===== config.mk =====
export PLATFORM = sky130hd
export DESIGN_NAME = modulator_clock_and_decimation_control
export DESIGN_NICKNAME = d
export VERILOG_FILES = /design/src/core/mod_clock_pkg.sv /design/src/core/modulator_clock_and_decimation_control.sv /design/src/core/sample_fifo.sv
export SDC_FILE = /design/constraint.sdc
export NUM_CORES = 2
export LEC_CHECK = 0
export BUFFER_PORTS_ARGS = -buffer_cell sky130_fd_sc_hd__buf_2
export CAP_MARGIN = 30
export CELL_PAD_IN_SITES_DETAIL_PLACEMENT = 1
export CELL_PAD_IN_SITES_GLOBAL_PLACEMENT = 2
export CORE_ASPECT_RATIO = 0.5
export CORE_UTILIZATION = 46
export CTS_BUF_LIST = sky130_fd_sc_hd__clkbuf_16
export DETAILED_ROUTE_END_ITERATION = 10
export PLACE_DENSITY = 0.84
export RECOVER_POWER = 50
export SKIP_CTS_REPAIR_TIMING = 1
export SYNTH_ARGS = -nofsm -noshare
export SYNTH_HDL_FRONTEND = slang
export SYNTH_SLANG_ARGS = --single-unit

===== constraint.sdc =====
create_clock -name clk_sys -period 31.9 [get_ports clk_sys]
set_input_delay 4.785 -clock clk_sys [delete_from_list [all_inputs] [get_ports clk_sys]]
set_output_delay 4.785 -clock clk_sys [all_outputs]
set_load 0.005 [all_outputs]

===== src/core/mod_clock_pkg.sv =====
package mod_clock_pkg;

  // ==========================================================
  // sizes
  localparam int CHANNELS = 3;
  localparam int WORD_W = 24;
  localparam int SAMPLE_W = CHANNELS * WORD_W + 1;
  localparam int FIFO_DEPTH = 32;
  localparam int CNT_W = 14;
  localparam int INT_W = 32;
  localparam int ACC_W = 37;
  localparam int FAST_W = 15;
  localparam int KHZ_W = 13;
  localparam int RATE_W = 23;
  localparam int MEAS_W = 17;

  // ==========================================================
  // timing
  localparam int CLK_SYS_MHZ = 125;
  localparam int MEAS_WINDOW_US = 1000;
  localparam int MEAS_WINDOW_CYC = CLK_SYS_MHZ * MEAS_WINDOW_US;
  localparam int KHZ_TO_HZ = 1000;

  // ==========================================================
  // configuration codes
  localparam int PWR_HR_BIT = 1;
  localparam logic [2:0] HALF_DIV [4] = '{3'h1, 3'h2, 3'h4, 3'h6};
  localparam logic [3:0] OSR_LOG_MIN = 4'h7;
  localparam logic [3:0] OSR_LOG_TURBO = 4'h6;
  localparam logic [3:0] SINC3_LOG_MAX = 4'hA;
  localparam logic [5:0] FULL_SCALE_LOG = 6'h24;
  localparam logic [1:0] FAST_CONVERSIONS = 2'h2;

  // band edges in kHz, index is the band code
  localparam logic [KHZ_W-1:0] BAND_HIGH_KHZ [16] = '{
    13'h1004, 13'hEB8, 13'hD26, 13'hBE1, 13'hAD5, 13'h9F5, 13'h936, 13'h892,
    13'h803, 13'h786, 13'h717, 13'h6B4, 13'h65B, 13'h60B, 13'h5C3, 13'h581};
  localparam logic [KHZ_W-1:0] BAND_LOW_KHZ [16] = '{
    13'hEB8, 13'hD26, 13'hBE1, 13'hAD5, 13'h9F5, 13'h936, 13'h892, 13'h803,
    13'h786, 13'h717, 13'h6B4, 13'h65B, 13'h60B, 13'h5C3, 13'h581, 13'h578};

  typedef enum logic {FILT_FAST, FILT_SINC3} filter_path_e;

endpackage : mod_clock_pkg


===== src/core/modulator_clock_and_decimation_control.sv =====
`timescale 1ns/10ps
`default_nettype none
module modulator_clock_and_decimation_control #(
  parameter int MEAS_CYCLES = mod_clock_pkg::MEAS_WINDOW_CYC
) (
  input wire logic clk_sys,
  input wire logic resetn,
  input wire logic mainClockIn,
  input wire logic [mod_clock_pkg::CHANNELS-1:0] modulatorBitIn,
  input wire logic [1:0] powerModeSelect,
  input wire logic [1:0] dividerSelect,
  input wire logic [3:0] supplyBandCode,
  input wire logic [2:0] osrSelect,
  input wire logic turboSelect,
  input wire logic standby,
  output logic modulatorClock,
  output logic [mod_clock_pkg::CHANNELS-1:0] modulatorBits,
  output logic highResolutionMode,
  output logic lowPowerMode,
  output logic [mod_clock_pkg::KHZ_W-1:0] supplyBandLowKhz,
  output logic [mod_clock_pkg::KHZ_W-1:0] supplyBandHighKhz,
  output logic [mod_clock_pkg::KHZ_W-1:0] modulatorFrequencyKhz,
  output logic supplySyncMismatch,
  output logic [mod_clock_pkg::RATE_W-1:0] outputRateSps,
  output logic filterSettled,
  output logic sampleOverrun,
  output logic sampleValid,
  input wire logic sampleReady,
  output logic [mod_clock_pkg::SAMPLE_W-1:0] sampleData
);
  localparam int CH = mod_clock_pkg::CHANNELS;
  localparam int WW = mod_clock_pkg::WORD_W;

  // ==========================================================
  // helpers
  function automatic logic [mod_clock_pkg::CNT_W-1:0] lowMask(input logic [3:0] lg);
    lowMask = mod_clock_pkg::CNT_W'((1 << lg) - 1);
  endfunction : lowMask

  // align a filter result to a common full scale, clip the all-ones case
  function automatic logic [WW-1:0] scaleWord(
    input logic [mod_clock_pkg::ACC_W-1:0] v,
    input logic [5:0] sh
  );
    logic [mod_clock_pkg::ACC_W-1:0] aligned;
    aligned = v << sh;
    scaleWord = aligned[mod_clock_pkg::ACC_W-1] ? {WW{1'b1}}
                                                : aligned[mod_clock_pkg::ACC_W-2 -: WW];
  endfunction : scaleWord

  // ==========================================================
  // pin synchronisers
  logic [1:0] mainSync_r;
  logic mainPrev_r;
  logic mainRise;
  logic [CH-1:0] bitMeta_r;
  logic [CH-1:0] bitSync_r;

  // main clock pin is asynchronous to clk_sys, two stages before use
  // reset high: a pin already high at release must not count as a rise
  always_ff @(posedge clk_sys) begin
    if (!resetn) begin
      mainSync_r <= 2'h3;
      mainPrev_r <= 1'b1;
    end else begin
      mainSync_r <= {mainSync_r[0], mainClockIn};
      mainPrev_r <= mainSync_r[1];
    end
  end
  assign mainRise = mainSync_r[1] & ~mainPrev_r;

  // bitstream from the isolation receiver
  always_ff @(posedge clk_sys) begin
    if (!resetn) begin
      bitMeta_r <= '0;
      bitSync_r <= '0;
    end else begin
      bitMeta_r <= modulatorBitIn;
      bitSync_r <= bitMeta_r;
    end
  end

  // ==========================================================
  // modulator clock divider
  logic [2:0] halfRatio;
  logic [2:0] divCount_r;
  logic divWrap;
  logic modTick;

  assign halfRatio = mod_clock_pkg::HALF_DIV[dividerSelect];
  // >= lets a ratio change mid-count finish at once instead of wrapping
  assign divWrap = (divCount_r >= halfRatio - 3'h1);
  assign modTick = mainRise & divWrap & ~modulatorClock;

  // toggling every half ratio of main edges keeps the duty at 50%
  always_ff @(posedge clk_sys) begin
    if (!resetn) begin
      divCount_r <= 3'h0;
      modulatorClock <= 1'b0;
    end else if (mainRise) begin
      if (divWrap) begin
        divCount_r <= 3'h0;
        modulatorClock <= ~modulatorClock;
      end else begin
        divCount_r <= divCount_r + 3'h1;
      end
    end
  end

  // one bitstream sample per channel per modulator cycle
  always_ff @(posedge clk_sys) begin
    if (!resetn) begin
      modulatorBits <= '0;
    end else if (modTick) begin
      modulatorBits <= bitSync_r;
    end
  end

  // ==========================================================
  // power mode and supply band
  always_ff @(posedge clk_sys) begin
    if (!resetn) begin
      highResolutionMode <= 1'b0;
      lowPowerMode <= 1'b1;
    end else begin
      highResolutionMode <= powerModeSelect[mod_clock_pkg::PWR_HR_BIT];
      lowPowerMode <= ~powerModeSelect[mod_clock_pkg::PWR_HR_BIT];
    end
  end

  // band limits follow the code, the host is trusted to set it
  always_ff @(posedge clk_sys) begin
    if (!resetn) begin
      supplyBandLowKhz <= mod_clock_pkg::BAND_LOW_KHZ[0];
      supplyBandHighKhz <= mod_clock_pkg::BAND_HIGH_KHZ[0];
    end else begin
      supplyBandLowKhz <= mod_clock_pkg::BAND_LOW_KHZ[supplyBandCode];
      supplyBandHighKhz <= mod_clock_pkg::BAND_HIGH_KHZ[supplyBandCode];
    end
  end

  // ==========================================================
  // modulator frequency measurement over a fixed window
  logic [mod_clock_pkg::MEAS_W-1:0] windowCount_r;
  logic [mod_clock_pkg::KHZ_W-1:0] tickCount_r;
  logic windowEnd;

  assign windowEnd = (windowCount_r == mod_clock_pkg::MEAS_W'(MEAS_CYCLES - 1));

  always_ff @(posedge clk_sys) begin
    if (!resetn) begin
      windowCount_r <= '0;
      tickCount_r <= '0;
      modulatorFrequencyKhz <= '0;
    end else if (windowEnd) begin
      windowCount_r <= '0;
      tickCount_r <= mod_clock_pkg::KHZ_W'(modTick);
      modulatorFrequencyKhz <= tickCount_r;
    end else begin
      windowCount_r <= windowCount_r + 1'b1;
      if (modTick && tickCount_r != {mod_clock_pkg::KHZ_W{1'b1}}) begin
        tickCount_r <= tickCount_r + 1'b1;
      end
    end
  end

  // flags a band code that does not cover the measured frequency
  always_ff @(posedge clk_sys) begin
    if (!resetn) begin
      supplySyncMismatch <= 1'b0;
    end else begin
      supplySyncMismatch <= (modulatorFrequencyKhz < supplyBandLowKhz) ||
                            (modulatorFrequencyKhz > supplyBandHighKhz);
    end
  end

  // ==========================================================
  // oversampling configuration, sampled only in standby
  logic [3:0] osrLog_r;
  logic [3:0] sinc3Log;
  logic [3:0] sinc1Log;

  // taking the setting only in standby keeps a running decimation coherent
  always_ff @(posedge clk_sys) begin
    if (!resetn) begin
      osrLog_r <= mod_clock_pkg::OSR_LOG_MIN;
    end else if (standby) begin
      osrLog_r <= turboSelect ? mod_clock_pkg::OSR_LOG_TURBO
                              : mod_clock_pkg::OSR_LOG_MIN + {1'b0, osrSelect};
    end
  end

  assign sinc3Log = (osrLog_r > mod_clock_pkg::SINC3_LOG_MAX) ? mod_clock_pkg::SINC3_LOG_MAX
                                                                : osrLog_r;
  assign sinc1Log = osrLog_r - sinc3Log;

  // rate = measured frequency shifted down by log2 of the ratio
  always_ff @(posedge clk_sys) begin
    if (!resetn) begin
      outputRateSps <= '0;
    end else begin
      outputRateSps <= mod_clock_pkg::RATE_W'(
        (32'(modulatorFrequencyKhz) * mod_clock_pkg::KHZ_TO_HZ) >> osrLog_r);
    end
  end

  // ==========================================================
  // decimation timing
  logic [mod_clock_pkg::CNT_W-1:0] modCount_r;
  logic [mod_clock_pkg::CNT_W-1:0] mask3;
  logic [mod_clock_pkg::CNT_W-1:0] maskAll;
  logic running;
  logic sinc3Point;
  logic convDone;

  assign running = ~standby;
  assign mask3 = lowMask(sinc3Log);
  assign maskAll = lowMask(osrLog_r);
  assign sinc3Point = modTick & running & ((modCount_r & mask3) == mask3);
  assign convDone = modTick & running & (modCount_r == maskAll);

  always_ff @(posedge clk_sys) begin
    if (!resetn || standby) begin
      modCount_r <= '0;
    end else if (modTick) begin
      modCount_r <= convDone ? '0 : modCount_r + 1'b1;
    end
  end

  // ==========================================================
  // per-channel sinc3 (integrator/comb), sinc1 and fast path
  logic [mod_clock_pkg::INT_W-1:0] int1_r [CH];
  logic [mod_clock_pkg::INT_W-1:0] int2_r [CH];
  logic [mod_clock_pkg::INT_W-1:0] int3_r [CH];
  logic [mod_clock_pkg::INT_W-1:0] dly1_r [CH];
  logic [mod_clock_pkg::INT_W-1:0] dly2_r [CH];
  logic [mod_clock_pkg::INT_W-1:0] dly3_r [CH];
  logic [mod_clock_pkg::INT_W-1:0] comb1 [CH];
  logic [mod_clock_pkg::INT_W-1:0] comb2 [CH];
  logic [mod_clock_pkg::INT_W-1:0] comb3 [CH];
  logic [mod_clock_pkg::ACC_W-1:0] sinc1Acc_r [CH];
  logic [mod_clock_pkg::ACC_W-1:0] sinc1Sum [CH];
  logic [mod_clock_pkg::FAST_W-1:0] fastAcc_r [CH];
  logic [mod_clock_pkg::FAST_W-1:0] fastSum [CH];
  logic [CH*WW-1:0] convWords;
  mod_clock_pkg::filter_path_e filterPath_r;

  // wrap-around arithmetic is exact as long as the modulus exceeds ratio cubed
  always_comb begin
    for (int c = 0; c < CH; c++) begin
      comb1[c] = int3_r[c] - dly1_r[c];
      comb2[c] = comb1[c] - dly2_r[c];
      comb3[c] = comb2[c] - dly3_r[c];
      sinc1Sum[c] = sinc1Acc_r[c] + mod_clock_pkg::ACC_W'(comb3[c]);
      fastSum[c] = fastAcc_r[c] + mod_clock_pkg::FAST_W'(bitSync_r[c]);
    end
  end

  // integrators run on every modulator cycle while not in standby
  always_ff @(posedge clk_sys) begin
    for (int c = 0; c < CH; c++) begin
      if (!resetn) begin
        int1_r[c] <= '0;
        int2_r[c] <= '0;
        int3_r[c] <= '0;
      end else if (modTick && running) begin
        int1_r[c] <= int1_r[c] + mod_clock_pkg::INT_W'(bitSync_r[c]);
        int2_r[c] <= int2_r[c] + int1_r[c];
        int3_r[c] <= int3_r[c] + int2_r[c];
      end
    end
  end

  // combs at the sinc3 rate, capped at 1024 for the long ratios
  always_ff @(posedge clk_sys) begin
    for (int c = 0; c < CH; c++) begin
      if (!resetn) begin
        dly1_r[c] <= '0;
        dly2_r[c] <= '0;
        dly3_r[c] <= '0;
      end else if (sinc3Point) begin
        dly1_r[c] <= int3_r[c];
        dly2_r[c] <= comb1[c];
        dly3_r[c] <= comb2[c];
      end
    end
  end

  // sinc1 sums sinc3 results, fast path counts ones over the whole ratio
  always_ff @(posedge clk_sys) begin
    for (int c = 0; c < CH; c++) begin
      if (!resetn || standby) begin
        sinc1Acc_r[c] <= '0;
        fastAcc_r[c] <= '0;
      end else begin
        if (sinc3Point) begin
          sinc1Acc_r[c] <= convDone ? '0 : sinc1Sum[c];
        end
        if (modTick) begin
          fastAcc_r[c] <= convDone ? '0 : fastSum[c];
        end
      end
    end
  end

  // pick the path and bring each result to 24 bits
  always_comb begin
    for (int c = 0; c < CH; c++) begin
      if (filterPath_r == mod_clock_pkg::FILT_FAST) begin
        convWords[c*WW +: WW] = scaleWord(mod_clock_pkg::ACC_W'(fastSum[c]),
                                          mod_clock_pkg::FULL_SCALE_LOG - {2'h0, osrLog_r});
      end else begin
        convWords[c*WW +: WW] = scaleWord(sinc1Sum[c], mod_clock_pkg::FULL_SCALE_LOG -
                                          6'(3 * sinc3Log) - {2'h0, sinc1Log});
      end
    end
  end

  // ==========================================================
  // filter path selection after reset
  logic [1:0] fastCount_r;

  always_ff @(posedge clk_sys) begin
    if (!resetn) begin
      filterPath_r <= mod_clock_pkg::FILT_FAST;
      fastCount_r <= 2'h0;
    end else if (convDone) begin
      unique case (filterPath_r)
        mod_clock_pkg::FILT_FAST: begin
          fastCount_r <= fastCount_r + 2'h1;
          if (fastCount_r == mod_clock_pkg::FAST_CONVERSIONS - 2'h1) begin
            filterPath_r <= mod_clock_pkg::FILT_SINC3;
          end
        end
        mod_clock_pkg::FILT_SINC3: begin
          filterPath_r <= mod_clock_pkg::FILT_SINC3;
        end
      endcase
    end
  end
  assign filterSettled = (filterPath_r == mod_clock_pkg::FILT_SINC3);

  // ==========================================================
  // hand-off register into the sample FIFO
  logic pend_r;
  logic [mod_clock_pkg::SAMPLE_W-1:0] pendData_r;
  logic fifoInReady;

  // conversions cannot be paused, so a full FIFO shows up as an overrun
  always_ff @(posedge clk_sys) begin
    if (!resetn) begin
      pend_r <= 1'b0;
      pendData_r <= '0;
      sampleOverrun <= 1'b0;
    end else begin
      if (convDone) begin
        pend_r <= 1'b1;
        pendData_r <= {~filterSettled, convWords};
        if (pend_r && !fifoInReady) begin
          sampleOverrun <= 1'b1;
        end
      end else if (fifoInReady) begin
        pend_r <= 1'b0;
      end
    end
  end

  sample_fifo #(
    .WIDTH(mod_clock_pkg::SAMPLE_W),
    .DEPTH(mod_clock_pkg::FIFO_DEPTH)
  ) sampleBuffer (
    .clk_sys(clk_sys),
    .resetn(resetn),
    .inValid(pend_r),
    .inReady(fifoInReady),
    .inData(pendData_r),
    .outValid(sampleValid),
    .outReady(sampleReady),
    .outData(sampleData)
  );

endmodule : modulator_clock_and_decimation_control
`default_nettype wire


===== src/core/sample_fifo.sv =====
`timescale 1ns/10ps
`default_nettype none
module sample_fifo #(
  parameter int WIDTH = 8,
  parameter int DEPTH = 32
) (
  input wire logic clk_sys,
  input wire logic resetn,
  input wire logic inValid,
  output logic inReady,
  input wire logic [WIDTH-1:0] inData,
  output logic outValid,
  input wire logic outReady,
  output logic [WIDTH-1:0] outData
);
  localparam int AW = $clog2(DEPTH);

  logic [WIDTH-1:0] mem [DEPTH];
  logic [AW:0] wrPtr_r;
  logic [AW:0] rdPtr_r;
  logic full;
  logic empty;

  // ==========================================================
  // flags: extra pointer bit tells full from empty
  assign empty = (wrPtr_r == rdPtr_r);
  assign full = (wrPtr_r[AW] != rdPtr_r[AW]) && (wrPtr_r[AW-1:0] == rdPtr_r[AW-1:0]);
  assign inReady = ~full;
  assign outValid = ~empty;
  assign outData = mem[rdPtr_r[AW-1:0]];

  // storage has no reset, only pointers matter
  always_ff @(posedge clk_sys) begin
    if (inValid && !full) begin
      mem[wrPtr_r[AW-1:0]] <= inData;
    end
  end

  // write pointer
  always_ff @(posedge clk_sys) begin
    if (!resetn) begin
      wrPtr_r <= '0;
    end else if (inValid && !full) begin
      wrPtr_r <= wrPtr_r + 1'b1;
    end
  end

  // read pointer
  always_ff @(posedge clk_sys) begin
    if (!resetn) begin
      rdPtr_r <= '0;
    end else if (outReady && !empty) begin
      rdPtr_r <= rdPtr_r + 1'b1;
    end
  end

endmodule : sample_fifo
`default_nettype wire


## Yosys cells after proc, flatten, opt, wreduce, memory -nomap -nowiden

Memory sizes are Yosys's and may differ from the RTL's. A register that Yosys moved wholly into a read port is not among the register bits.
Cells that the tools add are included.

- Register bits: 193
- RAM bits: 3068
- Bits in read-only memories: 416
- Bits of input ports: 20
- Output and inout bits: 145
- Word-level logic and storage cells: 227
- Memories kept: 11

- Add/sub/neg operators: 39
- Multipliers: 2
- $lt $le $gt $ge: 5
- Equal/unequal tests: 9
- Shift operators: 9
- Mux-type cells: 70
- Bitwise logic cells: 40
- Reductions and logical operators: 18

Memories:

| memory | depth | width | rd ports | clocked after memory_dff | write ports | RTL line | source |
|---|---|---|---|---|---|---|---|
| sampleBuffer.mem | 32 | 73 | 1 | 1 | 1 | sample_fifo.sv:18 | `logic [WIDTH-1:0] mem [DEPTH];` |
| (no name shown) | 16 | 13 | 1 | 1 | 0 | modulator_clock_and_decimation_control.sv:138 | `supplyBandHighKhz <= mod_clock_pkg::BAND_HIGH_KHZ[supplyBandCode];` |
| (no name shown) | 16 | 13 | 1 | 1 | 0 | modulator_clock_and_decimation_control.sv:137 | `supplyBandLowKhz <= mod_clock_pkg::BAND_LOW_KHZ[supplyBandCode];` |
| sinc1Acc_r | 3 | 37 | 3 | 0 | 3 | modulator_clock_and_decimation_control.sv:241 | `logic [mod_clock_pkg::ACC_W-1:0] sinc1Acc_r [CH];` |
| dly1_r | 3 | 32 | 3 | 0 | 3 | modulator_clock_and_decimation_control.sv:235 | `logic [mod_clock_pkg::INT_W-1:0] dly1_r [CH];` |
| dly2_r | 3 | 32 | 3 | 0 | 3 | modulator_clock_and_decimation_control.sv:236 | `logic [mod_clock_pkg::INT_W-1:0] dly2_r [CH];` |
| 5 more memories | n/a | n/a | n/a | n/a | n/a | n/a |  |

Operator list:

| operator | number |
|---|---|
| $mux 32 | 18 |
| $sub 32x32->32 | 9 |
| $mux 37 | 6 |
| $mux 24 | 9 |
| $add 32x32->32 | 6 |
| $add 37x32->37 | 3 |
| $shl 15x6->37 | 3 |
| $shl 37x6->37 | 3 |
| $add 32x1->32 | 3 |
| $mux 15 | 6 |
| $add 15x1->15 | 3 |
| $eq 14x14->1 | 2 |
| $shl 1x4->14 const A | 2 |
| $sub 14x2->14 const B | 2 |
| $or 1x1->1 | 24 |
| $shr 23x4->23 | 1 |
| $mux 1 | 21 |
| $mul 13x7->20 const B | 1 |
| $add 17x1->17 const B | 1 |
| $eq 17x17->1 const B | 1 |
| $add 14x1->14 const B | 1 |
| $and 14x14->14 | 1 |
| $mux 14 | 1 |
| $add 13x1->13 const B | 1 |
| other kinds (36) | 64 |

## Logic depth before layout (Yosys ltp)

- Depth in word-level cells: 14
- Gate-level depth with buffers: 52
- Gate-level depth less buffers: 51

## By module

A second synthesis with hierarchy kept.

- Cell total of the unflattened synthesis: 12931
- Area, all modules: 167086.5 um^2

Modules (own cells, without submodules):

| module | times used | cells an instance | area an instance (um^2) | sequential area each (um^2) |
|---|---|---|---|---|
| sample_fifo | 1 | 4040 | 89050.4 | 70487.6 |
| modulator_clock_and_decimation_control | 1 | 8891 | 78036.1 | 26105.0 |

## Worst setup path before layout

No wires, ideal clock.

- Path type: input port to flip-flop
- Start point: input port dividerSelect[1]
- End point: memory dly1_r[0][0] (netlist bit) (enable)
- Library setup time: 0.662 ns
- Arrival time: 12.705 ns
- Data required time: 31.238 ns
- Setup slack: 18.533 ns
- Stages on the path: 10
- Path buffers: 0
- Cells stage by stage: or2_2 -> ha_1 -> nand2b_1 -> a21oi_1 -> nor2b_1 -> o21ai_0 -> nor2_1 -> nand2_1 -> or3_1 -> nand2_1

RTL lines:

| element | RTL line | source |
|---|---|---|
| start: declaration | modulator_clock_and_decimation_control.sv:11 | `input wire logic [1:0] dividerSelect,` |
| end: declaration | modulator_clock_and_decimation_control.sv:235 |  |

==> report_table.html <==
<table>
<tr><th>Metric</th><th>Value</th></tr>
<tr><th colspan="2">Power and ir drop</th></tr>
<tr><td>Maximum VDD drop</td><td>0.0000480 V</td></tr>
<tr><td>Sequential fraction of design power</td><td>39.2%</td></tr>
<tr><td>Combinational share of power</td><td>29.4%</td></tr>
<tr><td>Leakage dissipation</td><td>65.1 nW</td></tr>
<tr><td>Clock share of power</td><td>31.4%</td></tr>
<tr><td>Final Power</td><td>12.1 mW</td></tr>
<tr><td>Internal power</td><td>7.99 mW</td></tr>
<tr><td>Switching power total</td><td>4.07 mW</td></tr>
<tr><td>Share of total power consumed by net switching</td><td>33.8%</td></tr>
<tr><td>Power Density</td><td>65.5 nW/um^2</td></tr>
<tr><th colspan="2">STA</th></tr>
<tr><td>Worst slew slack as a fraction of its limit</td><td>-414%</td></tr>
<tr><td>Setup TNS after final layout</td><td>0 ps</td></tr>
<tr><td>Pins over their slew limit</td><td>2898</td></tr>
<tr><td>Unrepaired setup endpoints after global routing</td><td>no</td></tr>
<tr><td>Worst-case setup margin in the final layout</td><td>20740 ps</td></tr>
<tr><td>Maximum clock skew at final layout</td><td>120 ps</td></tr>
<tr><td>Tightest hold margin</td><td>414 ps</td></tr>
<tr><td>Peak clock frequency supported by timing</td><td>89.6 MHz</td></tr>
<tr><td>Final period utilization</td><td>35.0%</td></tr>
<tr><td>Final hold viol count</td><td>0</td></tr>
<tr><td>Shortest clock period the worst path allows after layout</td><td>11160 ps</td></tr>
<tr><td>Number of failing setup endpoints in the final timing report</td><td>0</td></tr>
<tr><td>Worst-Margin Slew</td><td>7710 ps</td></tr>
<tr><th colspan="2">Critical path</th></tr>
<tr><td>Number of cell instances on the worst register-to-register path</td><td>45</td></tr>
<tr><td>Startpoint-to-endpoint class of the critical path</td><td>register to register</td></tr>
<tr><td>Capture point of the worst path</td><td>pendData_r[57]$_SDFFE_PN0P_</td></tr>
<tr><td>Largest fanout of any net on the critical path</td><td>24</td></tr>
<tr><td>Kind of launch point of the worst setup path</td><td>register</td></tr>
<tr><td>Crit path top cell by count</td><td>a21oi_1</td></tr>
<tr><td>Worst setup path startpoint</td><td>int3_r[2][0]$_SDFFCE_PN0P_</td></tr>
<tr><td>Critical-path cell with the highest stage delay</td><td>a211oi_1</td></tr>
<tr><td>Sort of element at the end of the critical path</td><td>register</td></tr>
<tr><td>Setup slack of the worst register-to-register path</td><td>20740 ps</td></tr>
<tr><td>Arrival @ worst endpoint</td><td>12010 ps</td></tr>
<tr><td>Worst stage delay on the critical path</td><td>700 ps</td></tr>
<tr><td>Startpoint of the worst register-to-register path</td><td>int3_r[2][0]$_SDFFCE_PN0P_</td></tr>
<tr><td>Required arrival time at the worst endpoint</td><td>32750 ps</td></tr>
<tr><td>Endpoint of the worst-slack reg-to-reg timing path</td><td>pendData_r[57]$_SDFFE_PN0P_</td></tr>
<tr><th colspan="2">Route</th></tr>
<tr><td>First-pass DRT Iterations</td><td>5</td></tr>
<tr><td>Number of DRC markers after the initial detailed-route iteration</td><td>11400</td></tr>
<tr><td>Total number of vias</td><td>110000</td></tr>
<tr><td>Number of antenna-violating nets in the routed design</td><td>0</td></tr>
<tr><td>Final wirelength</td><td>506 mm</td></tr>
<tr><td>Ratio of routed vias to standard cells</td><td>6.26</td></tr>
<tr><td>Residual DRC count</td><td>0</td></tr>
<tr><td>Routed length per placed instance</td><td>28.7 microns</td></tr>
<tr><th colspan="2">Synth</th></tr>
<tr><td>Share of synthesized flip-flops with an asynchronous set or reset</td><td>0%</td></tr>
<tr><td>Synthesis-stage register bit count</td><td>3291</td></tr>
<tr><td>Count of different cell masters after synthesis</td><td>111</td></tr>
<tr><td>Number of nets produced by synthesis</td><td>13200</td></tr>
<tr><td>Combined area of all synthesized cells</td><td>167000 sq um</td></tr>
<tr><td>Largest cells by area after synthesis</td><td>edfxtp_1 (55%), mux4_2 (10%), ha_1 (5.2%)</td></tr>
<tr><td>Total number of yosys warnings</td><td>0</td></tr>
<tr><td>Share of the synthesized area in the top cell type</td><td>55.2%</td></tr>
<tr><td>Post-synth EDFFs</td><td>3068</td></tr>
<tr><td>Post-Syn Instances</td><td>12400</td></tr>
<tr><td>Share of synthesized area occupied by flip-flops and latches</td><td>57.9%</td></tr>
<tr><td>Post-Syn Area per Cell</td><td>13.5 sq um</td></tr>
<tr><td>Commonest register cell after synthesis</td><td>edfxtp_1</td></tr>
<tr><td>Leading area contributor after synthesis</td><td>edfxtp_1</td></tr>
<tr><th colspan="2">Final layout</th></tr>
<tr><td>Post-layout nets</td><td>13400</td></tr>
<tr><td>Most frequent cells in the layout</td><td>edfxtp_1 (3068), nor2_1 (1039), mux4_2 (768), a21oi_1 (729), ha_1 (686)</td></tr>
<tr><td>Sequential standard cell area</td><td>96600 sq um</td></tr>
<tr><td>Area of the multi-input gates</td><td>66300 sq um</td></tr>
<tr><td>Area added between synthesis and finish</td><td>10.2%</td></tr>
<tr><td>Post-route core utilization</td><td>51.3%</td></tr>
<tr><td>Commonest non-fill, non-tap cell in the layout</td><td>edfxtp_1</td></tr>
<tr><td>Ratio of cells with drive above 1 in the final layout</td><td>14.1%</td></tr>
<tr><td>Number of fill cells</td><td>35600</td></tr>
<tr><th colspan="2">Clock network</th></tr>
<tr><td>Clk root buf</td><td>clkbuf_16</td></tr>
<tr><td>Worst-Skew Late Latency</td><td>980 ps</td></tr>
<tr><td>Number of H-tree levels</td><td>5</td></tr>
<tr><td>Clk slew on worst S/H paths</td><td>70 ps</td></tr>
<tr><td>CTS tree</td><td>built</td></tr>
<tr><td>Number of CTS-inserted buffers</td><td>315</td></tr>
<tr><td>Maximum buffer depth of the clock tree</td><td>4</td></tr>
<tr><td>Total number of clock tree sinks</td><td>3291</td></tr>
<tr><th colspan="2">Outcome</th></tr>
<tr><td>Run status</td><td>finished with violations</td></tr>
<tr><td>Failing checks</td><td>max-capacitance violations, max-slew violations</td></tr>
<tr><th colspan="2">Floorplan</th></tr>
<tr><td>I/O Pins</td><td>165</td></tr>
<tr><td>Y dimension of the die</td><td>428 microns</td></tr>
<tr><td>Core area</td><td>359000 sq um</td></tr>
<tr><td>Floorplan die width</td><td>854 microns</td></tr>
<tr><td>Number of rows created at floorplan</td><td>155</td></tr>
<tr><td>Die outline area</td><td>366000 sq um</td></tr>
<tr><td>Starting utilization of the core area</td><td>46.5%</td></tr>
<tr><th colspan="2">Job</th></tr>
<tr><td>Max-capacitance violation count</td><td>93</td></tr>
<tr><th colspan="2">Placement</th></tr>
<tr><td>Port bufs</td><td>162</td></tr>
<tr><td>Detailed-placement wirelength estimate</td><td>301 mm</td></tr>
<tr><td>Routability-driven placement congestion ratio</td><td>0.860</td></tr>
<tr><td>Worst slack after detailed placement</td><td>20800 ps</td></tr>
<tr><th colspan="2">Global route</th></tr>
<tr><td>Wire length of the first global-routing pass</td><td>749 mm</td></tr>
<tr><td>Sum of overflow across all layers after global routing</td><td>0</td></tr>
<tr><td>Initial antenna violation count</td><td>16</td></tr>
<tr><td>GRT Resource Usage Total</td><td>27.0%</td></tr>
<tr><td>Largest net degree at the start of global routing</td><td>148</td></tr>
<tr><td>Via count of the first global-routing pass</td><td>112000</td></tr>
<tr><th colspan="2">Hold path</th></tr>
<tr><td>Worst hold path class</td><td>register to register</td></tr>
</table>
==> critical path, delay by kind of cell (launching register included) <==
family,cells,cell delay [ps]
AO/OA/AOI/OAI,27,6920
adder cells (fa/ha/maj),5,1660
AND/OR/NAND/NOR,7,1110
XOR/XNOR,4,870
flip-flops,1,420
buffers and inverters,2,160
==> how the worst min path moves through the flow <==
stage	start	end	slack, ps	cells after the start
global route	mainSync_r[0]$_SDFF_PN1_	mainSync_r[1]$_SDFF_PN1_	440	1
detailed placement	mainSync_r[0]$_SDFF_PN1_	mainSync_r[1]$_SDFF_PN1_	400	1
floorplan	mainSync_r[0]$_SDFF_PN1_	mainSync_r[1]$_SDFF_PN1_	390	1
CTS	mainSync_r[0]$_SDFF_PN1_	mainSync_r[1]$_SDFF_PN1_	420	1
finish	mainSync_r[0]$_SDFF_PN1_	mainSync_r[1]$_SDFF_PN1_	410	1
global placement	mainSync_r[0]$_SDFF_PN1_	mainSync_r[1]$_SDFF_PN1_	400	1
==> registers in the layout, indices dropped and copies added, names as in the netlist, 17 cells and up, named ones only <==
name and flops:
int2_r 96, sampleBuffer.mem 2336, dly1_r 96, sinc1Acc_r 111
pendData_r 73, int1_r 96, outputRateSps 23, int3_r 96
fastAcc_r 45, dly3_r 96, dly2_r 96, windowCount_r 17
==> power groups by stage <==
stage / registers, mW / clock network [mW] / logic, mW
2_1_floorplan: 4.82 / 0 / 2.48
6_report: 4.73 / 3.79 / 3.54
5_1_grt: 4.73 / 3.96 / 3.86
4_1_cts: 4.73 / 3.84 / 3.50
3_3_place_gp: 4.82 / 0 / 3.42
3_5_place_dp: 4.82 / 0 / 3.47
==> area by class of cell <==
class	instances	area share, %
flip-flops and latches	3291	52.5
multi-input cells	7952	36.0
clock buffers	325	4.42
well taps	4788	3.26
repair buffers	439	1.63
inverters	594	1.21
clock inverters	235	0.937
diodes	4	0.00544
==> cell usage after synthesis (249+ instances only) <==
master and number:
mux4_2 768, xnor2_1 391, a21o_1 249, inv_1 586, nor2_1 1065, o21ai_0 449, clkbuf_1 414, and3_1 285
nand2_1 686, ha_1 689, a21oi_1 730, xor2_1 308, edfxtp_1 3068
==> per-stage QoR <==
step           instance area, sq um  std cells
6_report                     184000      17600
2_1_floorplan                167000      12400
5_1_grt                      184000      17600
3_3_place_gp                 174000      17000
3_5_place_dp                 175000      17000
4_1_cts                      185000      17600
==> routing by layer <==
| metal | part of all wire [%] | vias up | routed length, microns | track usage, % |
|---|---|---|---|---|
| li1 | - | 47800 | - | - |
| met1 | 42 | 56000 | 211000 | 38.3 |
| met2 | 45 | 5319 | 228000 | 42.1 |
| met3 | 8.9 | 1164 | 45000 | 4.32 |
| met4 | 4.4 | 6 | 22000 | 10.7 |
| met5 | 0.0075 | - | 38 | 0 |
==> kinds of logic after synthesis <==
logic type               Yosys count  share of synthesized area (%)
flip-flops                      3291                           57.9
adder cells (fa/ha/maj)          751                           5.90
XOR/XNOR                         701                           3.69
AND/OR/NAND/NOR                 3068                           8.64
buffers and inverters           1149                           2.60
other                              2                        0.00450
multiplexers                    1025                           12.0
AO/OA/AOI/OAI                   2405                           9.32
Note: power is estimated with default switching activity, not from simulation.
